<file path="src/include/strap_pkg.sv">
// Shared types and constants for strap sampling and shared-pin selection
package strap_pkg;

  // Number of downstream over-current inputs
  localparam int unsigned PORT_COUNT = 4;

  // Values after reset of the latched straps
  localparam logic STRAP_SERIAL_RESET = 1'b1;
  localparam logic STRAP_FULL_PWR_N_RESET = 1'b1;

  // Strap encodings
  localparam logic SERIAL_MODE_I2C = 1'b1;
  localparam logic SERIAL_MODE_SMBUS = 1'b0;
  localparam logic FULL_PWR_ENABLED = 1'b0;

  // Serial controller request from the I2C master core
  typedef struct packed {
    logic scl_drive_low;
    logic sda_drive_low;
  } serial_drive_t;

  // Sampled straps after reset
  typedef struct packed {
    logic i2c_mode;
    logic power_switching_on;
    logic smbus_addr_bit1;
  } strap_cfg_t;

  typedef enum logic [1:0] {
    ST_RESET,
    ST_SAMPLE,
    ST_RUN
  } strap_state_t;

endpackage

</file>
<file path="src/hw/hub_strap_and_shared_pin_control.sv">
// Strap sampling, over-current combining and shared serial pin selection
// Operation
// - Port 4 over-current input is active low
// - Ganged mode: any over-current input trips all
// - Serial strap sampled at reset release: 1=I2C
// - I2C mode: drive pins as EEPROM controller
// - SMBus mode: target, host drives clock
// - Status enable: serial pin shows suspend
// - Full-power strap sampled at reset release
// - Full-power strap low enables switching, over-current
// - SMBus address bit 1 from full-power strap
// - Status enable: full-power pin shows SuperSpeed connection
`timescale 1ns/100ps
module hub_strap_and_shared_pin_control (
  // Clock and reset
  input wire logic clk_i,
  input wire logic rst_i,
  // Over-current pins and mode
  input wire logic [strap_pkg::PORT_COUNT-1:0] port_overcurrent_n_i,
  input wire logic ganged_mode_i,
  output logic [strap_pkg::PORT_COUNT-1:0] port_overcurrent_o,
  // Strap pins as three signals
  input wire logic serial_mode_strap_i,
  output logic serial_mode_strap_o,
  output logic serial_mode_strap_oe_o,
  input wire logic full_power_mgmt_strap_n_i,
  output logic full_power_mgmt_strap_n_o,
  output logic full_power_mgmt_strap_n_oe_o,
  // Status sources and enable
  input wire logic status_output_enable_i,
  input wire logic ss_suspended_i,
  input wire logic ss_connected_i,
  // Shared serial pins
  input wire logic scl_i,
  output logic scl_o,
  output logic scl_oe_o,
  input wire logic sda_i,
  output logic sda_o,
  output logic sda_oe_o,
  // I2C master core and SMBus target core
  input wire strap_pkg::serial_drive_t master_drive_i,
  input wire logic target_sda_low_i,
  output logic master_scl_o,
  output logic master_sda_o,
  output logic target_scl_o,
  output logic target_sda_o,
  // Latched configuration
  output strap_pkg::strap_cfg_t strap_cfg_o
);
  import strap_pkg::*;

  // ****************************************
  // Input synchronisers
  // ****************************************
  // The chain is not reset so that it keeps tracking the strap pins during
  // reset: the capture two edges after release then sees settled pin levels,
  // not a reset fill. Straps must hold until the last edge before release.
  localparam int unsigned SYNC_W = PORT_COUNT + 4;

  wire logic [SYNC_W-1:0] raw_in = {port_overcurrent_n_i,
                                    serial_mode_strap_i,
                                    full_power_mgmt_strap_n_i,
                                    scl_i,
                                    sda_i};

  logic [SYNC_W-1:0] sync1_q;
  logic [SYNC_W-1:0] sync2_q;

  always_ff @(posedge clk_i) begin
    sync1_q <= raw_in;
  end

  // Only this stage reads the first one
  always_ff @(posedge clk_i) begin
    sync2_q <= sync1_q;
  end

  wire logic [PORT_COUNT-1:0] oc_n_s = sync2_q[SYNC_W-1:4];
  wire logic serial_strap_s = sync2_q[3];
  wire logic full_pwr_strap_s = sync2_q[2];
  wire logic scl_s = sync2_q[1];
  wire logic sda_s = sync2_q[0];

  // ****************************************
  // Capture sequencer
  // ****************************************
  strap_state_t state_q;
  strap_state_t state_d;

  always_comb begin
    case (state_q)
      ST_RESET: begin
        state_d = ST_SAMPLE;
      end
      ST_SAMPLE: begin
        state_d = ST_RUN;
      end
      ST_RUN: begin
        state_d = ST_RUN;
      end
      default: begin
        state_d = ST_RESET;
      end
    endcase
  end

  always_ff @(posedge clk_i) begin
    if (rst_i) begin
      state_q <= ST_RESET;
    end else begin
      state_q <= state_d;
    end
  end

  // One capture per reset; RUN is terminal, so no later edge reloads the straps
  wire logic capture = (state_q == ST_SAMPLE);
  wire logic running = (state_q == ST_RUN);

  // ****************************************
  // Strap latches
  // ****************************************
  logic serial_strap_q;
  logic serial_strap_d;
  logic full_pwr_n_q;
  logic full_pwr_n_d;

  // Outside the capture cycle the latches feed back on themselves
  assign serial_strap_d = capture ? serial_strap_s : serial_strap_q;
  assign full_pwr_n_d = capture ? full_pwr_strap_s : full_pwr_n_q;

  always_ff @(posedge clk_i) begin
    if (rst_i) begin
      serial_strap_q <= STRAP_SERIAL_RESET;
    end else begin
      serial_strap_q <= serial_strap_d;
    end
  end

  always_ff @(posedge clk_i) begin
    if (rst_i) begin
      full_pwr_n_q <= STRAP_FULL_PWR_N_RESET;
    end else begin
      full_pwr_n_q <= full_pwr_n_d;
    end
  end

  wire logic i2c_mode = (serial_strap_q == SERIAL_MODE_I2C);
  wire logic pwr_on = (full_pwr_n_q == FULL_PWR_ENABLED);
  // Reads 0 in I2C mode, where the hub has no target address
  wire logic smbus_addr_bit1 = full_pwr_n_q & ~i2c_mode;

  assign strap_cfg_o = '{
    i2c_mode: i2c_mode,
    power_switching_on: pwr_on,
    smbus_addr_bit1: smbus_addr_bit1
  };

  // ****************************************
  // Over-current
  // ****************************************
  // Pins arrive active low; bit 3 is port 4
  wire logic [PORT_COUNT-1:0] oc_raw = ~oc_n_s;
  // Ganged: every input is ORed in, so any one trips the gang and unused inputs must be held high
  wire logic oc_any = |oc_raw;
  logic [PORT_COUNT-1:0] oc_d;
  logic [PORT_COUNT-1:0] oc_q;

  for (genvar p = 0; p < PORT_COUNT; p++) begin : g_port
    wire logic oc_sel = ganged_mode_i ? oc_any : oc_raw[p];
    // With power switching strapped off the inputs are ignored
    assign oc_d[p] = pwr_on & oc_sel;
  end

  always_ff @(posedge clk_i) begin
    if (rst_i) begin
      oc_q <= '0;
    end else begin
      oc_q <= oc_d;
    end
  end

  assign port_overcurrent_o = oc_q;

  // ****************************************
  // Strap pins as status outputs
  // ****************************************
  logic ss_susp_q;
  logic ss_conn_q;

  always_ff @(posedge clk_i) begin
    if (rst_i) begin
      ss_susp_q <= 1'b0;
    end else begin
      ss_susp_q <= ss_suspended_i;
    end
  end

  always_ff @(posedge clk_i) begin
    if (rst_i) begin
      ss_conn_q <= 1'b0;
    end else begin
      ss_conn_q <= ss_connected_i;
    end
  end

  // Pins stay inputs until the strap has been caught, else the capture would read our own drive
  wire logic status_drive = running & status_output_enable_i;

  assign serial_mode_strap_oe_o = status_drive;
  assign serial_mode_strap_o = ss_susp_q;
  assign full_power_mgmt_strap_n_oe_o = status_drive;
  assign full_power_mgmt_strap_n_o = ss_conn_q;

  // ****************************************
  // Shared serial pins
  // ****************************************
  // Open drain: the pads only pull low, the bus pull-ups give the high level.
  // The clock is never driven in SMBus mode, where the external host owns it.
  wire logic master_owns_bus = running & i2c_mode;
  wire logic target_owns_bus = running & ~i2c_mode;

  assign scl_o = 1'b0;
  assign sda_o = 1'b0;
  assign scl_oe_o = master_owns_bus & master_drive_i.scl_drive_low;
  assign sda_oe_o = (master_owns_bus & master_drive_i.sda_drive_low)
                  | (target_owns_bus & target_sda_low_i);

  // The idle core sees a released bus
  assign master_scl_o = i2c_mode ? scl_s : 1'b1;
  assign master_sda_o = i2c_mode ? sda_s : 1'b1;
  assign target_scl_o = i2c_mode ? 1'b1 : scl_s;
  assign target_sda_o = i2c_mode ? 1'b1 : sda_s;

endmodule

</file>
<file path="config.mk">
export PLATFORM = sky130hd
export DESIGN_NAME = hub_strap_and_shared_pin_control
export DESIGN_NICKNAME = d
export VERILOG_FILES = /design/src/include/strap_pkg.sv /design/src/hw/hub_strap_and_shared_pin_control.sv
export SDC_FILE = /design/constraint.sdc
export NUM_CORES = 1
export LEC_CHECK = 0
export ABC_CLOCK_PERIOD_IN_PS = 1000
export BUFFER_PORTS_ARGS = -buffer_cell sky130_fd_sc_hd__buf_2
export CAP_MARGIN = 40
export CORE_UTILIZATION = 39
export CTS_CLUSTER_SIZE = 8
export DETAILED_ROUTE_END_ITERATION = 8
export GPL_TIMING_DRIVEN = 0
export PLACE_DENSITY = 0.7
export SETUP_SLACK_MARGIN = 0.3
export SLEW_MARGIN = 25
export SYNTH_ARGS = -nofsm -noshare
export SYNTH_HDL_FRONTEND = slang
export SYNTH_SLANG_ARGS = --single-unit
</file>
<file path="constraint.sdc">
create_clock -name clk_i -period 1 [get_ports clk_i]
set_input_delay 0.15 -clock clk_i [delete_from_list [all_inputs] [get_ports clk_i]]
set_output_delay 0.15 -clock clk_i [all_outputs]
set_load 0.01 [all_outputs]
</file>
==> results of run 1 <==
==> cells in the final DEF, fill, tap and decap left out <==
| master | n |
|---|---|
| nand2b_1 | 2 |
| dlygate4sd3_1 | 8 |
| buf_2 | 24 |
| inv_2 | 1 |
| buf_6 | 13 |
| a2111oi_4 | 4 |
| nand2_2 | 1 |
| clkbuf_1 | 1 |
| inv_4 | 2 |
| buf_4 | 10 |
| and3_1 | 1 |
| mux2i_1 | 1 |
| nor2b_4 | 1 |
| or2_4 | 2 |
| nor2b_1 | 4 |
| dfxtp_4 | 3 |
| and4_4 | 1 |
| o211ai_1 | 1 |
| nor2_2 | 1 |
| nand2_1 | 1 |
| inv_1 | 2 |
| conb_1 | 2 |
| dfxtp_2 | 7 |
| buf_8 | 1 |
| mux2i_4 | 1 |
| clkbuf_4 | 3 |
| dfxtp_1 | 16 |
| ha_4 | 3 |
| and2_4 | 1 |
==> final timing paths <==
check	start	end	slack [ps]	depth (start not counted)
worst max-delay path	state_q[0]	serial_mode_strap_oe_o	-360	5
worst min register to register	sync1_q[4]	sync2_q[4]	340	0
worst max register to register	state_q[0]	state_q[1]	20	4
worst min-delay path	ss_suspended_i	serial_mode_strap_o	40	2
==> through the flow <==
step           hold slack [ps]  std cells
4_1_cts                   44.9        142
2_1_floorplan              178         64
6_report                  37.1        143
3_5_place_dp               254        122
3_3_place_gp               252        122
5_1_grt                   12.7        143
==> per-layer routing <==
layer	up-vias	global-route usage (%)	routed length (um)
li1	306	-	-
met4	0	5.14	13
met2	20	25.0	870
met1	274	19.3	655
met5	-	0	0
met3	2	5.77	66
==> critical path, cell delays in order, from the launching register on <==
cell     delay [ps]
dfxtp_2         360
inv_2            50
ha_4            150
and2_4          130
buf_6           100
buf_6           110
==> state kept, by name (all words and copies together) (netlist names) <==
signal,flops
full_power_mgmt_strap_n_o,1
full_pwr_n_q,1
i2c_mode,1
port_overcurrent_o,4
serial_mode_strap_o,1
state_q,2
sync1_q,8
sync2_q,8
==> power by group through the flow <==
stage | Sequential (uW) | Clock [uW] | Combinational [uW]
after global placement | 1200 | 0 | 295
after floorplan | 1200 | 0 | 187
after global routing | 1190 | 510 | 605
after CTS | 1170 | 448 | 496
final | 1180 | 448 | 564
after detailed placement | 1200 | 0 | 298
==> logic make-up after synthesis <==
group                    Yosys count
buffers and inverters             11
multiplexers                       2
flip-flops                        26
adder cells (fa/ha/maj)            3
AO/OA/AOI/OAI                      5
other                              1
AND/OR/NAND/NOR                   15
==> timing repair <==
| item | 4_1_cts | 5_1_grt |
|---|---|---|
| gates cloned | 0 | 0 |
| hold buffers | 8 | 0 |
| hold endpoints to repair | 8 | 0 |
| resized for setup | 25 | 12 |
| setup endpoints to repair | 25 | 25 |
| setup buffers | 8 | 1 |
| pin swaps | 6 | 4 |
==> area by class of cell <==
type                            count  area, um2  share of cell area [%]
Sequential cell                    26        541                    38.5
Buffer                              6       56.3                    4.01
Multi-Input combinational cell     27        344                    24.5
Inverter                            5       23.8                    1.69
Clock buffer                        4       26.3                    1.87
Tap cell                           25       31.3                    2.23
Timing Repair Buffer               50        380                    27.1
==> results.md, run 1 <==
- Area after DPL: 1040 um2
- CTS root buf: clkbuf_4
- DIE HEIGHT: 46.9 um
- CTS tree: built
- Initial antenna violation count: 0
- Worst setup EP type: output pin
- DP Worst Slack: -33.9 ps
- GRT Total Usage: 15.6%
- Via-per-instance ratio: 4.21
- Post-layout util: 77.8%
- Post-synth top cells: dfxtp_1, buf_4, inv_1, nor2b_1, a2111oi_1
- Clock Pin Slew Worst Setup and Hold Paths: 140 ps
- Seq/Total Area, Yosys: 66.3%
- DRC: 0
- Initial Util: 43.5%
- Clock Path Buffers: 2
- Status: finished, violations left
- Compound-Gate Fraction of Synth Area: 6.06%
- GPL Wtd Cong: 0.638
- Ys async rst share: 0%
- Ys flop type: dfxtp_1
- Clock power share: 20.5%
- Port Buffers: 33
- Post-Synthesis Cell Area: 785 um2
- DRT antenna net count: 0
- Overflow after GRT: 0
- Sequential Power Share: 53.8%
- Req. time, crit path: 850 ps
- Main combinational cell family by area after synthesis: simple AND/OR/NAND/NOR gates
- Clock sinks: 26
- Post-synth top area cell: dfxtp_1
- Unique masters post-synth: 16
- Worst-path fanout max: 3
- Fin nets: 139
- Finished layout cell area: 1400 um2
- Internal cell power: 1620 uW
- Area grow syn2layout: 78.8%
- Initial DRC Count: 3
- PnR worst setup slack: -363 ps
- RSZ-0062 raised after global routing: yes
- Synth Area in Adders: 4.78%
- Vias in the first global route: 530
- Drt wl/cell: 11.2 um
- Final hold violations: 0
- Post-route total power: 2190 uW
- Mapped Cells: 63
- Leakage: 0.000621 uW
- Switching part of the total power: 26.2%
- HP Class: in2reg
- Clk_skew: 14.7 ps
- Failing checks: setup timing
- Die area: 2190 um2
- First-pass GRT wire length: 2.30 mm
- Top-area cell type share of the netlist area: 66.3%
- Share of layout cells above drive strength 1: 66.9%
- Largest net degree at the start of global routing: 15
- Dominant cells by area after synthesis: dfxtp_1, buf_4, a2111oi_1, ha_1, nor2b_1
- Crit Path Category: reg2out
- Psw: 573 uW
- Max-Cap Viols: 0
- Synth warn: 0
- Post-synth EDFFs: 0
- Final TNS setup: -2480 ps
- Core area: 1800 um2
- Count leader, synth: dfxtp_1
- Num CTS Buffers: 3
- Final Max Slew Viols: 0
- Crit path DAT: 1210 ps
- Detailed-route via count: 602
- HPWL after DPL: 857 um
- Worst skew pair latency: 320 ps
- Tcrit/Tclk final: 136%
- Synth Area in Simple Gates: 11.6%
- Fin crit period: 1360 ps
- CTS H-tree lvls: 1
- Io pins: 36
- FILL cells: 108
- Critical Path Start Type: flop
- # setup viols final: 11
- Avg Cell Area, Syn: 12.5 um2
- Pwr per Cell Area: 1560 nW/um2
- Post-synthesis mux area share: 2.55%
- Routed WL: 1.61 mm
- Worst vdd ir: 0.00118 V
- DR pass1 iterations: 2
- Max Freq: 0.734 GHz
- Comb power frac: 25.7%
- Synth Area in XOR/XNOR: 0%
- Chip Width: 46.9 um
- FF+latch count, synth: 26
- Row count: 15
- Antenna cell count: 0
Note: power is estimated with default switching activity, not from simulation.
==> inputs of run 2 (changes only) <==
--- a/config.mk
+++ b/config.mk
@@ -8,11 +8,11 @@
 export ABC_CLOCK_PERIOD_IN_PS = 1000
 export BUFFER_PORTS_ARGS = -buffer_cell sky130_fd_sc_hd__buf_2
 export CAP_MARGIN = 40
-export CORE_UTILIZATION = 39
+export CORE_UTILIZATION = 25
 export CTS_CLUSTER_SIZE = 8
 export DETAILED_ROUTE_END_ITERATION = 8
 export GPL_TIMING_DRIVEN = 0
-export PLACE_DENSITY = 0.7
+export PLACE_DENSITY = 0.49
 export SETUP_SLACK_MARGIN = 0.3
 export SLEW_MARGIN = 25
 export SYNTH_ARGS = -nofsm -noshare
==> results.md, run 2 (synthesized netlist as in run 1, its figures left out) <==
- Clock Path Buffers: 2 (unchanged)
- Most frequent cells in the layout: buf_2, buf_6, dfxtp_1, buf_4, dfxtp_2
- Port Buffers: 33 (unchanged)
- Die area: 3370 um2 (+53%)
- Detailed-route via count: 600 (-0.33%)
- GPL Wtd Cong: 0.633 (-0.77%)
- Core area: 2850 um2 (+58%)
- Drt wl/cell: 9.57 um (-15%)
- Fin nets: 141 (+1.4%)
- Fin crit period: 1370 ps (+5.16 ps)
- Area grow syn2layout: 82.1%
- RSZ-0062 raised after global routing: yes
- Comb power frac: 25.0% (-0.7 points)
- Final std cells w/o fill: 151 (+5.6%)
- Chip Width: 58.0 um (+24%)
- CTS root buf: clkbuf_4
- Final hold violations: 0 (unchanged)
- Overflow after GRT: 0 (unchanged)
- Initial antenna violation count: 0 (unchanged)
- Initial Util: 27.5% (-16 points)
- Leakage: 0.000636 uW (+2.4%)
- Worst skew pair latency: 320 ps (about the same)
- Dpl cells: 128 (+4.9%)
- Num CTS Buffers: 3 (unchanged)
- # setup viols final: 13 (+2)
- Area after DPL: 1050 um2 (+0.72%)
- HP Class: in2reg
- Critical Path Start Type: flop
- Tcrit/Tclk final: 137% (+0.52 points)
- HPWL after DPL: 870 um (+1.4%)
- DR pass1 iterations: 6 (+4)
- Final Max Slew Viols: 0 (unchanged)
- Clock sinks: 26 (unchanged)
- Most common cell after layout, fill and taps aside: buf_2
- FILL cells: 266 (+150%)
- Io pins: 36 (unchanged)
- Crit path DAT: 1220 ps (about the same)
- CTS tree: built
- Switching part of the total power: 25.1% (-1.1 points)
- DP Worst Slack: -24.8 ps (+9.07 ps)
- Failing checks: DRC, setup timing
- DR WL met3: 101 um (+53%)
- Routed WL: 1.45 mm (-10%)
- DRT antenna net count: 0 (unchanged)
- Worst-path fanout max: 3 (unchanged)
- Pwr per Cell Area: 1590 nW/um2 (+1.6%)
- Max-Cap Viols: 0 (unchanged)
- DRC: 4 (+4)
- Finished layout cell area: 1430 um2 (+1.9%)
- Antenna cell count: 0 (unchanged)
- Met2 wire len: 692 um (-20%)
- Largest net degree at the start of global routing: 15 (unchanged)
- Max Freq: 0.731 GHz (-0.38%)
- Psw: 568 uW (-0.86%)
- GRT Total Usage: 9.62% (-5.9 points)
- Initial DRC Count: 11 (+8)
- DR top layer: met4
- PnR worst setup slack: -368 ps (-5.16 ps)
- Sequential Power Share: 51.8% (-2.0 points)
- Clock Pin Slew Worst Setup and Hold Paths: 130 ps (about the same)
- Worst setup EP type: output pin
- Row count: 19 (+4)
- Vias in the first global route: 578 (+9.1%)
- CTS H-tree lvls: 1 (unchanged)
- First-pass GRT wire length: 2.34 mm (+1.5%)
- Hold slack: 26.3 ps (-10.8 ps)
- Crit Path Category: reg2out
- Req. time, crit path: 850 ps (about the same)
- DIE HEIGHT: 58.0 um (+24%)
- Internal cell power: 1700 uW (+5.0%)
- Worst vdd ir: 0.000880 V (-25%)
- Share of layout cells above drive strength 1: 70.0% (+3.1 points)
- Via-per-instance ratio: 3.97 (-5.6%)
- Clock power share: 23.2% (+2.7 points)
- Clk_skew: 6.02 ps (-8.70 ps)
- Status: finished, violations left
- Metal-1 WL: 615 um (-6.1%)
==> run 2: final timing paths <==
check	startpoint	endpoint	slack [ps]	depth (start not counted)
setup / recovery	state_q[0]	serial_mode_strap_oe_o	-370	5
hold / removal	ss_connected_i	full_power_mgmt_strap_n_o	30	2
setup reg to reg	state_q[0]	i2c_mode	-130	6
hold reg to reg	sync1_q[7]	sync2_q[7]	340	0
==> run 2: layout make-up <==
| class | count | area [um2] | area share (%) |
|---|---|---|---|
| well taps | 31 | 38.8 | 2.71 |
| plain buffers | 6 | 56.3 | 3.94 |
| inverters | 5 | 21.3 | 1.49 |
| clock buffers | 4 | 36.3 | 2.54 |
| flip-flops and latches | 26 | 539 | 37.7 |
| repair buffers | 52 | 399 | 27.9 |
| multi-input cells | 27 | 338 | 23.6 |
==> run 2: power by group through the flow <==
stage                     registers, uW  clock network [uW]  logic [uW]
after global routing               1180                 570         616
final                              1170                 525         567
after floorplan                    1200                   0         187
after CTS                          1170                 537         518
after detailed placement           1200                   0         302
after global placement             1200                   0         297
==> run 2: stage by stage <==
step / TNS (ps) / utilization, % / total power, uW
4_1_cts: -2620 / 48.3 / 2220
3_3_place_gp: -14.8 / 36.8 / 1490
5_1_grt: -3350 / 50.1 / 2370
6_report: -2700 / 50.1 / 2270
2_1_floorplan: 0 / - / 1390
3_5_place_dp: -24.8 / 36.8 / 1500
==> run 2: layer usage <==
metal / GRT usage, % / up-vias
met5: 0 / -
met4: 7.14 / 0
met3: 2.90 / 4
met2: 15.9 / 25
met1: 10.3 / 260
li1: - / 311
==> run 2: critical path: stages (launching register included) <==
cell and delay (ps):
dfxtp_2 360, inv_2 50, ha_4 150, and2_4 130
buf_6 100, buf_6 110
==> run 2: repair_timing <==
action | CTS | global route
hold buffers | 8 | 0
endpoints found under the setup margin | 25 | 25
endpoints found under the hold margin | 8 | 0
buffers inserted | 10 | 1
pin swaps | 9 | 1
resized for setup | 25 | 12
==> inputs of run 3 (changes only) <==
--- a/config.mk
+++ b/config.mk
@@ -6,13 +6,14 @@
 export NUM_CORES = 1
 export LEC_CHECK = 0
 export ABC_CLOCK_PERIOD_IN_PS = 1000
-export BUFFER_PORTS_ARGS = -buffer_cell sky130_fd_sc_hd__buf_2
 export CAP_MARGIN = 40
+export CORE_ASPECT_RATIO = 1.75
 export CORE_UTILIZATION = 25
 export CTS_CLUSTER_SIZE = 8
 export DETAILED_ROUTE_END_ITERATION = 8
+export DONT_BUFFER_PORTS = 1
 export GPL_TIMING_DRIVEN = 0
-export PLACE_DENSITY = 0.49
+export PLACE_DENSITY = 0.39
 export SETUP_SLACK_MARGIN = 0.3
 export SLEW_MARGIN = 25
 export SYNTH_ARGS = -nofsm -noshare
==> results.md, run 3 (synthesized netlist as in run 1, its figures left out) <==
- Max Freq: 0.821 GHz (+12%)
- GPL Wtd Cong: 0.623 (-1.5%)
- DR pass1 iterations: 4 (-2)
- Worst-path fanout max: 3 (unchanged)
- Share of layout cells above drive strength 1: 58.6% (-11 points)
- CTS root buf: clkbuf_8
- Sequential Power Share: 48.9% (-2.9 points)
- Hold slack: -69.9 ps (-96.2 ps)
- CP max stage delay: 340 ps (-20 ps)
- Num CTS Buffers: 3 (unchanged)
- Crit Path Category: reg2out
- Area grow syn2layout: 60.4%
- Multi-input logic area: 337 um2 (-0.37%)
- Leakage: 0.000512 uW (-19%)
- Drt wl/cell: 9.64 um (+0.69%)
- CTS tree: built
- Post-layout util: 42.5% (-7.6 points)
- RSZ-0062 raised after global routing: yes
- Initial DRC Count: 14 (+3)
- CTS Hold Bufs: 11 (+3)
- DRT antenna net count: 0 (unchanged)
- Req. time, crit path: 850 ps (about the same)
- Worst skew pair latency: 270 ps (-50 ps)
- Buf+Inv Stages, Crit Path: 2 (-1)
- Crit path max-delay cell type: dfxtp_2
- Area after DPL: 897 um2 (-14%)
- Initial Util: 26.5% (-1.0 points)
- HP Class: in2reg
- Internal cell power: 1890 uW (+11%)
- Psw: 529 uW (-6.9%)
- Delay-heaviest family, CP: flip-flops
- Worst setup EP type: output pin
- Failing checks: hold timing, setup timing
- Detailed-route via count: 491 (-18%)
- Row count: 26 (+7)
- Clock Pin Slew Worst Setup and Hold Paths: 80 ps (-50 ps)
- CTS H-tree lvls: 1 (unchanged)
- Overflow after GRT: 0 (unchanged)
- Max-Cap Viols: 0 (unchanged)
- Pwr per Cell Area: 1920 nW/um2 (+21%)
- Seq. cell area: 543 um2 (+0.70%)
- First-pass GRT wire length: 2.04 mm (-13%)
- Clock sinks: 26 (unchanged)
- R2R Setup Slk: -50 ps (+80 ps)
- Clock Path Buffers: 2 (unchanged)
- Routed WL: 1.24 mm (-14%)
- DIE HEIGHT: 76.1 um (+31%)
- Worst vdd ir: 0.00103 V (+17%)
- Final Max Slew Viols: 0 (unchanged)
- Tcrit/Tclk final: 122% (-15 points)
- Largest net degree at the start of global routing: 16 (+1)
- Switching part of the total power: 21.9% (-3.2 points)
- # setup viols final: 10 (-3)
- Crit path DAT: 1070 ps (-150 ps)
- CP Cell Sequence: inv_2 > ha_4 > and2_4 > buf_6
- Final hold violations: 6 (+6)
- Clock power share: 35.1% (+12 points)
- Comb power frac: 16.0% (-9.0 points)
- DRC: 0 (-4)
- Status: finished, violations left
- Most frequent cells in the layout: dfxtp_2, dfxtp_1, dlygate4sd3_1, buf_4, buf_6
- Core area: 2960 um2 (+3.8%)
- Clk_skew: 5.35 ps (-0.671 ps)
- Initial antenna violation count: 0 (unchanged)
- Fin nets: 108 (-23%)
- Die area: 3370 um2 (+0.27%)
- Io pins: 36 (unchanged)
- Chip Width: 44.3 um (-24%)
- PnR worst setup slack: -218 ps (+150 ps)
- Antenna cell count: 0 (unchanged)
- Critical Path Start Type: flop
- Finished layout cell area: 1260 um2 (-12%)
- Vias in the first global route: 475 (-18%)
- Port Buffers: 0 (-100%)
- HPWL after DPL: 790 um (-9.2%)
- Fin crit period: 1220 ps (-150 ps)
- Via-per-instance ratio: 3.81 (-4.2%)
- GRT Total Usage: 8.36% (-1.3 points)
- FILL cells: 289 (+8.6%)
## run 3: worst reg2reg max path: stages, from the launching register on
cell and delay, ps:
dfxtp_2 340, inv_2 50, buf_4 120, buf_6 110, ha_4 210, nor2b_1 120
## run 3: routing by layer
metal / global-route usage [%] / vias to the layer above / share of wire (%)
met5: 0 / - / 0
met4: 6.36 / 0 / 2.4
met3: 2.84 / 4 / 5.1
met2: 14.1 / 19 / 56
met1: 7.66 / 223 / 37
li1: - / 245 / -
## run 3: final timing paths
path	cells after the start	to	from
worst max register to register	5	state_q[1]	state_q[0]
worst max-delay path	4	serial_mode_strap_oe_o	state_q[0]
worst min-delay path	1	state_q[0]	rst_i
worst min register to register	0	sync2_q[6]	sync1_q[6]
## run 3: final cells by class
type | instances | share of cell area [%]
well taps | 42 | 4.17
flip-flops and latches | 26 | 43.1
clock buffers | 3 | 3.28
repair buffers | 19 | 14.1
plain buffers | 6 | 4.47
inverters | 5 | 1.69
multi-input cells | 27 | 26.7
clock inverters | 1 | 2.39
## run 3: metrics by stage
step	total power, uW	setup TNS (ps)	std cells	setup slack, ps
finish	2420	-796	129	-218
floorplan	1390	0	64	93.6
global placement	1420	0	106	68.5
detailed placement	1420	0	106	68.5
global route	2550	-1210	129	-262
CTS	2420	-869	128	-233
## run 3: repair_timing
action,CTS,global route
setup buffers,7,1
resized for setup,22,3
endpoints found under the setup margin,25,25
pin swaps,2,1
hold endpoints to repair,17,6
## run 3: power by group through the flow
stage	sequential (uW)	combinational, uW	clock, uW
floorplan	1200	187	0
global placement	1210	208	0
detailed placement	1210	210	0
CTS	1180	361	882
global route	1190	425	934
finish	1180	387	849
